[config.mk]
export PLATFORM = sky130hd
export DESIGN_NAME = lrb_line_path
export DESIGN_NICKNAME = d
export VERILOG_FILES = /design/src/lrb_row_combine.v /design/src/lrb_line_path.v
export VERILOG_INCLUDE_DIRS = /design/src /design/src/pkg
export SDC_FILE = /design/constraint.sdc
export NUM_CORES = 1
export LEC_CHECK = 0
export BUFFER_PORTS_ARGS = -buffer_cell sky130_fd_sc_hd__buf_2
export CORE_ASPECT_RATIO = 1.1
export CORE_UTILIZATION = 58
export DETAILED_ROUTE_END_ITERATION = 12
export GPL_TIMING_DRIVEN = 0
export PLACE_DENSITY = 0.79
export SYNTH_ARGS = -nofsm -noshare
export SYNTH_HDL_FRONTEND = slang
export SYNTH_SLANG_ARGS = --single-unit
[constraint.sdc]
create_clock -name clk_sys -period 5.96 [get_ports clk_sys]
set_clock_uncertainty 0.2 [all_clocks]
set_input_delay 0.298 -clock clk_sys [delete_from_list [all_inputs] [get_ports clk_sys]]
set_output_delay 0.298 -clock clk_sys [all_outputs]
set_load 0.005 [all_outputs]
[src/pkg/lrb_regs.vh]
// Register map, field positions and codes of the line region and binning path.
`ifndef LRB_REGS_VH
`define LRB_REGS_VH
// ****************************************
// Register offsets
// ****************************************
`define LRB_OFF_CTRL 8'h00
`define LRB_OFF_WIDTH 8'h04
`define LRB_OFF_OFFX 8'h08
`define LRB_OFF_OFFY 8'h0C
`define LRB_OFF_WMAX 8'h10
`define LRB_OFF_OXMAX 8'h14
`define LRB_OFF_STAT 8'h18
// ****************************************
// Control fields
// ****************************************
`define LRB_CTRL_LINE 0
`define LRB_CTRL_STAGES2 1
`define LRB_CTRL_BACK 2
`define LRB_CTRL_LOGIC 3
`define LRB_CTRL_HAVG 4
`define LRB_CTRL_HX2 5
`define LRB_CTRL_VAVG 6
`define LRB_CTRL_VX2 7
`define LRB_CTRL_FMT_LO 8
`define LRB_CTRL_FMT_HI 9
`define LRB_CTRL_MASK 32'h000003FF
`define LRB_CTRL_RESET 32'h00000001
// ****************************************
// Output sample layouts
// ****************************************
`define LRB_FMT_MONO 2'h0
`define LRB_FMT_RGB 2'h1
`define LRB_FMT_BGR 2'h2
`define LRB_FMT_RAW 2'h3
`endif

[src/lrb_row_combine.v]
// Horizontal pair combiner for one or more pixel lanes.
`timescale 1ns/1ps
`default_nettype none
module lrb_row_combine #(
	parameter LANES = 2,
	parameter IW = 13
) (
	// Clock and reset
	input wire clk_sys,
	input wire reset_n,
	// Settings
	input wire factorTwo,
	input wire average,
	// Incoming pixels
	input wire inValid,
	input wire inStart,
	input wire [LANES*IW-1:0] inData,
	// Combined pixels
	output reg outValid,
	output reg outStart,
	output reg [LANES*(IW+1)-1:0] outData
);
	reg phase;
	reg startPend;
	reg [LANES*IW-1:0] held;
	reg [LANES*(IW+1)-1:0] next_pair;
	integer i;
	integer j;

	// ****************************************
	// Pair arithmetic
	// ****************************************
	always @* begin
		next_pair = {LANES*(IW+1){1'b0}};
		for (i = 0; i < LANES; i = i + 1) begin
			next_pair[i*(IW+1) +: IW+1] = {1'b0, held[i*IW +: IW]} + {1'b0, inData[i*IW +: IW]};
			if (average) begin
				next_pair[i*(IW+1) +: IW+1] = {1'b0, next_pair[i*(IW+1)+1 +: IW]};
			end
		end
	end

	// ****************************************
	// Pairing sequence
	// ****************************************
	always @(posedge clk_sys or negedge reset_n) begin
		if (!reset_n) begin
			phase <= 1'b0;
			startPend <= 1'b0;
			held <= {LANES*IW{1'b0}};
			outValid <= 1'b0;
			outStart <= 1'b0;
			outData <= {LANES*(IW+1){1'b0}};
		end else begin
			outValid <= 1'b0;
			outStart <= 1'b0;
			if (inValid) begin
				if (!factorTwo) begin
					outValid <= 1'b1;
					outStart <= inStart;
					for (j = 0; j < LANES; j = j + 1) begin
						outData[j*(IW+1) +: IW+1] <= {1'b0, inData[j*IW +: IW]};
					end
				end else if (!phase || inStart) begin
					held <= inData;
					phase <= 1'b1;
					startPend <= inStart;
				end else begin
					outValid <= 1'b1;
					outStart <= startPend;
					outData <= next_pair;
					phase <= 1'b0;
					startPend <= 1'b0;
				end
			end
		end
	end
endmodule // lrb_row_combine
`default_nettype wire

[src/lrb_line_path.v]
// Line readout path with region crop, binning, colour layouts and a Wishbone register file.
`timescale 1ns/1ps
`default_nettype none
`include "lrb_regs.vh"
// Overview of operation
// - Scan layout bit selects line or area camera behaviour.
// - Line mode with two stages adds both sensor rows per position in mono layout.
// - Mono layout sends only the green photosite value.
// - RGB and BGR layouts fill missing colours from neighbouring sites.
// - Raw layout sends both photosite rows untouched, one pair per cycle.
// - Direction bit chooses forward or backward sensor readout.
// - Backward in area mode flags vertically flipped frames.
// - Only pixels from horizontal start over width are sent.
// - Vertical start reads zero while in line mode.
// - Width resets to maximum; software writes width before start.
// - Engine bit selects binning in sensor or in logic.
// - Horizontal sum adds each adjacent group into one pixel.
// - Horizontal average emits the mean of each group.
// - Horizontal factor is one or two.
// - Vertical factor one or two, by sum or average; binning in logic does this in mono layout only.
// - Two by two binning halves width and quadruples response.
// - Width, start and their maxima follow binning changes.
module lrb_line_path #(
	parameter PIX_W = 12,
	parameter SENSOR_W = 4096,
	parameter CNT_W = 13
) (
	// Clock and reset
	input wire clk_sys,
	input wire reset_n,
	// Wishbone slave
	input wire wb_cyc_i,
	input wire wb_stb_i,
	input wire wb_we_i,
	input wire [7:0] wb_adr_i,
	input wire [3:0] wb_sel_i,
	input wire [31:0] wb_dat_i,
	output reg [31:0] wb_dat_o,
	output reg wb_ack_o,
	// Sensor pixel stream
	input wire pixValid,
	input wire pixLineStart,
	input wire [PIX_W-1:0] pixTop,
	input wire [PIX_W-1:0] pixBottom,
	// Sensor controls
	output reg sensorStagesTwo,
	output reg sensorReadBackward,
	output reg sensorBinH,
	output reg sensorBinV,
	output reg frameFlipped,
	// Output stream to the frame grabber
	output reg outValid,
	output reg outLineStart,
	output reg [PIX_W+1:0] outComp0,
	output reg [PIX_W+1:0] outComp1,
	output reg [PIX_W+1:0] outComp2
);
	localparam IW = PIX_W + 1;
	localparam OW = PIX_W + 2;
	localparam [CNT_W-1:0] FULL_W = SENSOR_W[CNT_W-1:0];

	reg [31:0] ctrl;
	reg [CNT_W-1:0] roiWidth;
	reg [CNT_W-1:0] roiStart;
	reg [CNT_W-1:0] roiVertStart;
	reg [15:0] lineCount;
	reg [31:0] next_rd;
	reg [31:0] next_wr;
	reg [CNT_W-1:0] widthMax;
	reg prevHx2;
	wire lineMode;
	wire backward;
	wire logicEng;
	wire hx2;
	wire vx2;
	wire [1:0] layout;
	wire wbReq;

	assign lineMode = ctrl[`LRB_CTRL_LINE];
	assign backward = ctrl[`LRB_CTRL_BACK];
	assign logicEng = ctrl[`LRB_CTRL_LOGIC];
	assign hx2 = ctrl[`LRB_CTRL_HX2];
	assign vx2 = ctrl[`LRB_CTRL_VX2];
	assign layout = ctrl[`LRB_CTRL_FMT_HI:`LRB_CTRL_FMT_LO];
	assign wbReq = wb_cyc_i && wb_stb_i && !wb_ack_o;

	// ****************************************
	// Helper functions
	// ****************************************
	function [31:0] merge;
		input [31:0] old;
		input [31:0] din;
		input [3:0] sel;
		integer b;
		begin
			merge = old;
			for (b = 0; b < 4; b = b + 1) begin
				if (sel[b]) begin
					merge[b*8 +: 8] = din[b*8 +: 8];
				end
			end
		end
	endfunction

	function [IW-1:0] pairRows;
		input [PIX_W-1:0] a;
		input [PIX_W-1:0] b;
		input avg;
		reg [IW-1:0] s;
		begin
			s = {1'b0, a} + {1'b0, b};
			pairRows = avg ? {1'b0, s[IW-1:1]} : s;
		end
	endfunction

	// ****************************************
	// Register file
	// ****************************************
	always @* begin
		widthMax = hx2 ? {1'b0, FULL_W[CNT_W-1:1]} : FULL_W;
		next_rd = 32'h00000000;
		case (wb_adr_i)
			`LRB_OFF_CTRL: next_rd = ctrl;
			`LRB_OFF_WIDTH: next_rd[CNT_W-1:0] = roiWidth;
			`LRB_OFF_OFFX: next_rd[CNT_W-1:0] = roiStart;
			`LRB_OFF_OFFY: next_rd[CNT_W-1:0] = lineMode ? {CNT_W{1'b0}} : roiVertStart;
			`LRB_OFF_WMAX: next_rd[CNT_W-1:0] = widthMax;
			`LRB_OFF_OXMAX: next_rd[CNT_W-1:0] = widthMax - roiWidth;
			`LRB_OFF_STAT: next_rd[15:0] = lineCount;
			default: next_rd = 32'h00000000;
		endcase
		next_wr = merge(next_rd, wb_dat_i, wb_sel_i);
	end

	always @(posedge clk_sys or negedge reset_n) begin
		if (!reset_n) begin
			ctrl <= `LRB_CTRL_RESET;
			roiWidth <= FULL_W;
			roiStart <= {CNT_W{1'b0}};
			roiVertStart <= {CNT_W{1'b0}};
			prevHx2 <= 1'b0;
			wb_ack_o <= 1'b0;
			wb_dat_o <= 32'h00000000;
		end else begin
			wb_ack_o <= wbReq;
			prevHx2 <= hx2;
			if (wbReq) begin
				wb_dat_o <= next_rd;
			end
			if (prevHx2 != hx2) begin
				roiWidth <= hx2 ? {1'b0, roiWidth[CNT_W-1:1]} : {roiWidth[CNT_W-2:0], 1'b0};
				roiStart <= hx2 ? {1'b0, roiStart[CNT_W-1:1]} : {roiStart[CNT_W-2:0], 1'b0};
			end else if (wbReq && wb_we_i) begin
				case (wb_adr_i)
					`LRB_OFF_CTRL: ctrl <= next_wr & `LRB_CTRL_MASK;
					`LRB_OFF_WIDTH: roiWidth <= next_wr[CNT_W-1:0];
					`LRB_OFF_OFFX: roiStart <= next_wr[CNT_W-1:0];
					`LRB_OFF_OFFY: begin
						if (!lineMode) begin
							roiVertStart <= next_wr[CNT_W-1:0];
						end
					end
					default: begin
					end
				endcase
			end
		end
	end

	// ****************************************
	// Sensor controls
	// ****************************************
	always @(posedge clk_sys or negedge reset_n) begin
		if (!reset_n) begin
			sensorStagesTwo <= 1'b0;
			sensorReadBackward <= 1'b0;
			sensorBinH <= 1'b0;
			sensorBinV <= 1'b0;
			frameFlipped <= 1'b0;
		end else begin
			sensorStagesTwo <= lineMode && ctrl[`LRB_CTRL_STAGES2];
			sensorReadBackward <= backward;
			sensorBinH <= !logicEng && hx2;
			sensorBinV <= !logicEng && vx2;
			frameFlipped <= !lineMode && backward;
		end
	end

	// ****************************************
	// Vertical stage
	// ****************************************
	reg s1Valid;
	reg s1Start;
	reg [IW-1:0] s1Green;
	reg [IW-1:0] s1Other;
	wire [PIX_W-1:0] leadRow;
	wire [PIX_W-1:0] trailRow;

	assign leadRow = backward ? pixBottom : pixTop;
	assign trailRow = backward ? pixTop : pixBottom;

	always @(posedge clk_sys or negedge reset_n) begin
		if (!reset_n) begin
			s1Valid <= 1'b0;
			s1Start <= 1'b0;
			s1Green <= {IW{1'b0}};
			s1Other <= {IW{1'b0}};
		end else begin
			s1Valid <= pixValid;
			s1Start <= pixLineStart;
			s1Other <= {1'b0, pixBottom};
			if (layout != `LRB_FMT_MONO) begin
				s1Green <= {1'b0, pixTop};
			end else if (logicEng && vx2) begin
				s1Green <= pairRows(leadRow, trailRow, ctrl[`LRB_CTRL_VAVG]);
			end else if (lineMode && ctrl[`LRB_CTRL_STAGES2]) begin
				s1Green <= pairRows(leadRow, trailRow, 1'b0);
			end else begin
				s1Green <= {1'b0, leadRow};
			end
		end
	end

	// ****************************************
	// Horizontal stage
	// ****************************************
	wire hValid;
	wire hStart;
	wire [2*OW-1:0] hData;

	lrb_row_combine #(
		.LANES(2),
		.IW(IW)
	) uCombine (
		.clk_sys(clk_sys),
		.reset_n(reset_n),
		.factorTwo(logicEng && hx2),
		.average(ctrl[`LRB_CTRL_HAVG]),
		.inValid(s1Valid),
		.inStart(s1Start),
		.inData({s1Other, s1Green}),
		.outValid(hValid),
		.outStart(hStart),
		.outData(hData)
	);

	// ****************************************
	// Region crop and colour layout
	// ****************************************
	reg [CNT_W-1:0] position;
	reg [OW-1:0] prevOther;
	reg firstPend;
	wire [CNT_W-1:0] index;
	wire [OW-1:0] green;
	wire [OW-1:0] other;
	wire inRoi;
	wire redSite;

	assign index = hStart ? {CNT_W{1'b0}} : position;
	assign green = hData[OW-1:0];
	assign other = hData[2*OW-1:OW];
	assign redSite = !index[0];
	assign inRoi = (index >= roiStart) && ({1'b0, index} < {1'b0, roiStart} + {1'b0, roiWidth});

	always @(posedge clk_sys or negedge reset_n) begin
		if (!reset_n) begin
			position <= {CNT_W{1'b0}};
			prevOther <= {OW{1'b0}};
			firstPend <= 1'b0;
			lineCount <= 16'h0000;
			outValid <= 1'b0;
			outLineStart <= 1'b0;
			outComp0 <= {OW{1'b0}};
			outComp1 <= {OW{1'b0}};
			outComp2 <= {OW{1'b0}};
		end else begin
			outValid <= 1'b0;
			outLineStart <= 1'b0;
			if (hValid) begin
				position <= index + {{(CNT_W-1){1'b0}}, 1'b1};
				prevOther <= other;
				if (hStart) begin
					firstPend <= 1'b1;
				end
				if (inRoi) begin
					outValid <= 1'b1;
					outLineStart <= firstPend || hStart;
					firstPend <= 1'b0;
					if (firstPend || hStart) begin
						lineCount <= lineCount + 16'h0001;
					end
					case (layout)
						`LRB_FMT_MONO: begin
							outComp0 <= green;
							outComp1 <= {OW{1'b0}};
							outComp2 <= {OW{1'b0}};
						end
						`LRB_FMT_RGB: begin
							outComp0 <= redSite ? other : prevOther;
							outComp1 <= green;
							outComp2 <= redSite ? prevOther : other;
						end
						`LRB_FMT_BGR: begin
							outComp0 <= redSite ? prevOther : other;
							outComp1 <= green;
							outComp2 <= redSite ? other : prevOther;
						end
						default: begin
							outComp0 <= other;
							outComp1 <= green;
							outComp2 <= {OW{1'b0}};
						end
					endcase
				end
			end
		end
	end
endmodule // lrb_line_path
`default_nettype wire

# Yosys cells after proc, flatten, opt, wreduce, memory -nomap -nowiden
# Index checks and enable logic that the tools add are counted.
[op_classes] n_addsub=7 order_cmp=2 eq_ne=10 muxes=44 bitwise_logic=2 reduce_logical=33
[ops] cell="13-bit two-way mux" n=15
[ops] cell="13-bit one-hot mux with 7 select lines" n=1
[ops] cell="14-bit two-way mux" n=5
[ops] cell="28-bit two-way mux" n=2
[ops] cell="14-bit one-hot mux with 3 select lines" n=1
[ops] cell="13-bit by 13-bit adder with 14-bit output" n=2
[ops] cell="14-bit one-hot mux with 2 select lines" n=1
[ops] cell="12-bit by 12-bit adder with 13-bit output" n=2
[ops] cell="8-bit by 5-bit == test with 1-bit output, second input constant" n=3
[ops] cell="12-bit two-way mux" n=2
[ops] cell="16-bit by 1-bit adder with 16-bit output, second input constant" n=1
[ops] cell="8-bit by 4-bit == test with 1-bit output, second input constant" n=2
[ops] cell="13-bit by 14-bit less-than comparator with 1-bit output" n=1
[ops] cell="1-bit two-way mux" n=14
[ops] cell="13-bit by 1-bit adder with 13-bit output, second input constant" n=1
[ops] cell="13-bit >= comparator" n=1
[ops] cell="13-bit subtractor" n=1
[ops] cell="2-bit AND reduction" n=6
[ops] cell="1-bit logical AND" n=10
[ops] cell="2-bit nonzero test" n=5
[ops] cell="3-bit AND reduction" n=3
[ops] cell="8-bit by 3-bit == test with 1-bit output, second input constant" n=1
[ops] cell="8-bit logical NOT" n=1
[ops] cell="8-bit two-way mux" n=1
[ops] cell="other kinds (11)" n=16
[totals] register_bits=244 inputBits=75 wordCells=129

# Longest topological paths before layout
[depth] word_depth=7 mapped_depth=22 depth_no_buf=19

# Cells and area by module
# From an unflattened synthesis, not the netlist that was laid out.
[hier_totals] cells_unflattened=1686 hier_area_um2=15579.9
[by_module_without_submodules] module="lrb_line_path" instances=1 cells_each=1292 area_each_um2=11790.1 seq_area_each_um2=4682.0
[by_module_without_submodules] module="lrb_row_combine" instances=1 cells_each=394 area_each_um2=3789.9 seq_area_each_um2=1451.4

# Least setup slack after synthesis
# OpenSTA, ideal clock, no wires.
[synth_path] path_type="reg-to-reg" start="register roiWidth[0]" end="register lineCount[1]" setup_ps=125 t_arrival_ps=3916 path_slack_ps=1719 path_stages_with_launch=21 n_path_buf=1 period_less_slack_ps=4241 cell_sequence="dfrtp_1 > ha_1 > fa_1 > a21o_1 > a21oi_1 > nor2b_1 > o211ai_1 > nand2_1 > a31oi_1 > nor2b_1 > xor2_1 > ha_1 > a21o_1 > a21o_1 > a21oi_1 > or2_2 > a32oi_1 > a21o_1 > buf_2 > nor2_1 > mux2_2"
[synth_between] elab_chain_len=4
[synth_lines] item="from (decl)" line_no="lrb_line_path.v:63" source="reg [CNT_W-1:0] roiWidth;"
[synth_lines] item="from (signal assigned)" line_no="lrb_line_path.v:151" source="roiWidth <= hx2 ? {1'b0, roiWidth[CNT_W-1:1]} : {roiWidth[CNT_W-2:0], 1'b0};"
[synth_lines] item="from (signal assigned)" line_no="lrb_line_path.v:156" source="`LRB_OFF_WIDTH: roiWidth <= next_wr[CNT_W-1:0];"
[synth_lines] item="13-bit by 13-bit adder with 14-bit output" line_no="lrb_line_path.v:263" source="assign inRoi = (index >= roiStart) && ({1'b0, index} < {1'b0, roiStart} + {1'b0, roiWidth});"
[synth_lines] item="13-bit by 14-bit less-than comparator with 1-bit output" line_no="lrb_line_path.v:263"
[synth_lines] item="1-bit logical AND" line_no="lrb_line_path.v:263"
[synth_lines] item="3-bit AND reduction (no source line)"
[synth_lines] item="to (signal assigned)" line_no="lrb_line_path.v:290" source="lineCount <= lineCount + 16'h0001;"
[synth_lines] item="to (decl)" line_no="lrb_line_path.v:66" source="reg [15:0] lineCount;"
# Every way passes these cells.
# A chain may end at the register's enable or synchronous reset.

# Final worst setup path
[layout_path] start="register roiStart[0]" end="register outComp2[7]"
[layout_between] elab_chain_len=4 word_cells_on_any_way=5
[layout_lines] item="from (decl)" line_no="lrb_line_path.v:64" source="reg [CNT_W-1:0] roiStart;"
[layout_lines] item="from (signal assigned)" line_no="lrb_line_path.v:139" source="roiStart <= {CNT_W{1'b0}};"
[layout_lines] item="from (signal assigned)" line_no="lrb_line_path.v:152" source="roiStart <= hx2 ? {1'b0, roiStart[CNT_W-1:1]} : {roiStart[CNT_W-2:0], 1'b0};"
[layout_lines] item="from (signal assigned)" line_no="lrb_line_path.v:157" source="`LRB_OFF_OFFX: roiStart <= next_wr[CNT_W-1:0];"
[layout_lines] item="13-bit by 13-bit adder with 14-bit output" line_no="lrb_line_path.v:263"
[layout_lines] item="13-bit by 14-bit less-than comparator with 1-bit output" line_no="lrb_line_path.v:263"
[layout_lines] item="1-bit logical AND (*)" line_no="lrb_line_path.v:263"
[layout_lines] item="2-bit AND reduction (no source line) (*)"
[layout_lines] item="to (signal assigned)" line_no="lrb_line_path.v:275" source="outComp2 <= {OW{1'b0}};"
[layout_lines] item="to (signal assigned)" line_no="lrb_line_path.v:296" source="outComp2 <= {OW{1'b0}};"
[layout_lines] item="to (signal assigned)" line_no="lrb_line_path.v:301" source="outComp2 <= redSite ? prevOther : other;"
[layout_lines] item="to (decl)" line_no="lrb_line_path.v:56" source="output reg [PIX_W+1:0] outComp2"
# Every way passes the cells marked *; elsewhere a longest branch is shown, timed or not.

==> summary.txt <==
IO buf count = 117
io pins = 157
Antenna Violating Nets Remaining = 0
total power = 0.00475 W
H-tree level count = 1
row count = 61
max frequency = 192 MHz
vias in the first global route = 12900
Cell variety after synth = 80
CORE AREA = 25500 µm²
Placer Congestion = 0.962
Synth Cell Area = 15200 µm²
detailed placement HPWL = 33.1 mm
Worst R2R End = outComp2[7]
Fillers = 2111
Post-synth EDFFs = 0
Synth Area in Adders = 7.45%
headroom to the max-slew limit = 28.2%
Post-Syn Instances = 1654
gr usage total = 33.1%
layout cells sized above 1 = 17.1%
Yosys reg bits = 241
Slew Limit Fails = 0
Setup CP Type = reg -> reg
final wirelength = 44.0 mm
WP data required = 6.14 ns
Compound-Gate Fraction of Synth Area = 18.4%
die width = 156 µm
Initial Util = 59.5%
Final TNS setup = 0 ns
Area contributors post-synth = dfrtp_1, ha_1, mux2_2
power per cell area = 272 nW/µm²
peak supply drop = 0.173 mV
reg-to-reg critical path startpoint = roiStart[0]
worst reg-to-reg path cell count = 20
mux share of post-synthesis cell area = 8.89%
flop2flop setup slack = 0.75 ns
Clock Tree Buf Depth = 3
largest family of logic cells by synthesized area = compound AO/OA/AOI/OAI gates
Antenna diodes = 0
LEAKAGE = 8.20 nW
CP endpoint kind = register
Critical path origin = roiStart[0]
Post-Synth XOR/XNOR Area = 3.98%
DR DRC count = 0
routed wire length per instance = 19.9 µm
fin nets = 2006
Syn. warnings = 0
largest net degree at the start of global routing = 122
top_reg_cell synth = dfrtp_1
DIE HEIGHT = 172 µm
RSZ-0062 raised after global routing = false
Seq/Total Area, Yosys = 39.7%
worst path arrival time = 5.39 ns
via count = 13500
max cap viols = 0
CP Launch Type = register
hold_sp = wb_dat_i[11]
status = finished, final reports clean
most common cell in the netlist = dfrtp_1
Clock Root Buffer = clkbuf_16
area occupied by multi-input gates = 8510 µm²
first-pass GRT wire length = 69.2 mm
Clock transition at path regs = 0.07 ns
initial antenna violation count = 1
worst-path maximum fanout = 10
Die Area = 26800 µm²
storage element area = 6030 µm²
commonest cells in the netlist = dfrtp_1, nand2_1, o21ai_0
Final Critical Period = 5.21 ns
Vias/cell = 6.12
simple-gate share of the synthesized area = 16.9%
insertion delay to the later sink of the worst-skew pair = 0.53 ns
area leader, netlist = dfrtp_1
# setup viols final = 0
min-delay worst type = in -> reg
Num CTS Buffers = 25
1st-iter DRT viols = 1187
ys async rst share = 100%
period utilization = 87.5%
Worst Tran Pin Value = 1.05 ns
Overflow after GRT = 0
CTS tree = done
DRT Pass-1 Iters = 6
share of the synthesized area in the top cell type = 39.4%
Layout area overhead = 15.0%
Syn Area/Cell = 9.18 µm²
Hold Path Cell Cnt = 3
clk sinks = 241
final hold violation count = 0
Hold EP = roiVertStart[11]
what timing repair did:
action                                 4_1_cts  5_1_grt
hold buffers                                28        0
endpoints found under the hold margin      147        0
gates resized for setup                      0        0
setup buffers                                0        0
cells by family after synthesis:
| kind of cell | count (synthesis) |
|---|---|
| simple gates | 540 |
| compound gates | 433 |
| flops | 241 |
| buf+inv | 157 |
| mux | 125 |
| fa+ha+maj | 88 |
| xor+xnor | 69 |
| other cells | 1 |
layout by cell type, fill, tap and decap left out, types with 28 or more instances in the layout:
master	Yosys	layout
ha_1	84	84
nor2_1	113	113
mux2i_1	46	46
xor2_1	39	39
buf_2	22	138
o22ai_1	36	36
dlygate4sd3_1	0	28
a21oi_1	88	88
nand2_1	224	224
xnor2_1	30	30
nand3_1	31	31
clkbuf_1	58	60
nor3_1	33	33
o21ai_0	117	117
inv_1	51	51
dfrtp_1	239	239
mux2_2	79	79
area by class of cell:
type	instances	area share [%]
Timing Repair Buffer	146	5.18
Buffer	104	2.87
Multi-Input combinational cell	1272	48.7
Clock buffer	35	4.26
Tap cell	346	2.48
Sequential cell	241	34.6
Clock inverter	10	0.774
Inverter	53	1.14
state kept, by name, summed over array words and instances, names as in the netlist, 10 cells and up:
register / count
roiVertStart: 13
outComp1: 14
prevOther: 13
lineCount: 16
outComp2: 13
uCombine.outData: 27
position: 13
uCombine.held: 25
wb_dat_o: 16
s1Other: 12
outComp0: 14
roiWidth: 13
roiStart: 13
ctrl: 10
s1Green: 13
through the flow:
step / setup WS, ns / cells / hold WS (ns) / area [µm²] / util [%]
floorplan: 1.72 / 1670 / -0.198 / 15200 / -
global placement: 0.178 / 2133 / 0.163 / 16300 / 63.8
detailed placement: 0.845 / 2134 / 0.166 / 16300 / 63.9
CTS: 0.811 / 2207 / 0.0123 / 17500 / 68.5
global route: 0.491 / 2207 / 0.0374 / 17500 / 68.5
finish: 0.747 / 2207 / 0.0299 / 17500 / 68.5
report_power, final:
group / internal (W) / switching [W] / total [W] / leakage [nW]
logic: 0.000500 / 0.000656 / 0.00116 / 4.62
registers: 0.00174 / 0.000188 / 0.00193 / 3.14
clock network: 0.000999 / 0.000659 / 0.00166 / 0.435
critical path, stage by stage, from the launching register on:
cell	delay, ns
dfrtp_1	0.49
ha_1	0.28
fa_1	0.42
a21o_1	0.19
a21oi_1	0.25
nor2b_1	0.10
o211ai_1	0.16
nand2_1	0.10
a31oi_1	0.23
nor2b_1	0.19
xor2_1	0.09
ha_1	0.30
a21o_1	0.11
a21o_1	0.10
a21oi_1	0.06
or2_2	0.27
a32oi_1	0.43
a21o_1	0.24
buf_2	0.26
clkbuf_1	0.39
o21ai_0	0.19
worst max-delay path by stage:
stage	endpoint	slack, ns	cells after the start
after floorplan	lineCount[1]	1.72	20
after global placement	wb_dat_o[10]	0.18	1
after detailed placement	outComp2[7]	0.84	20
after CTS	outComp2[7]	0.81	20
after global routing	outComp0[12]	0.49	22
final	outComp2[7]	0.75	20
metal layers:
layer	part of all wire [%]	vias up	track usage, %
li1	-	6282	-
met1	44	6546	47.1
met2	46	568	52.1
met3	7.2	96	4.28
met4	2.9	4	11.6
met5	0.070	-	0
Power figures use the tool's default switching activity.
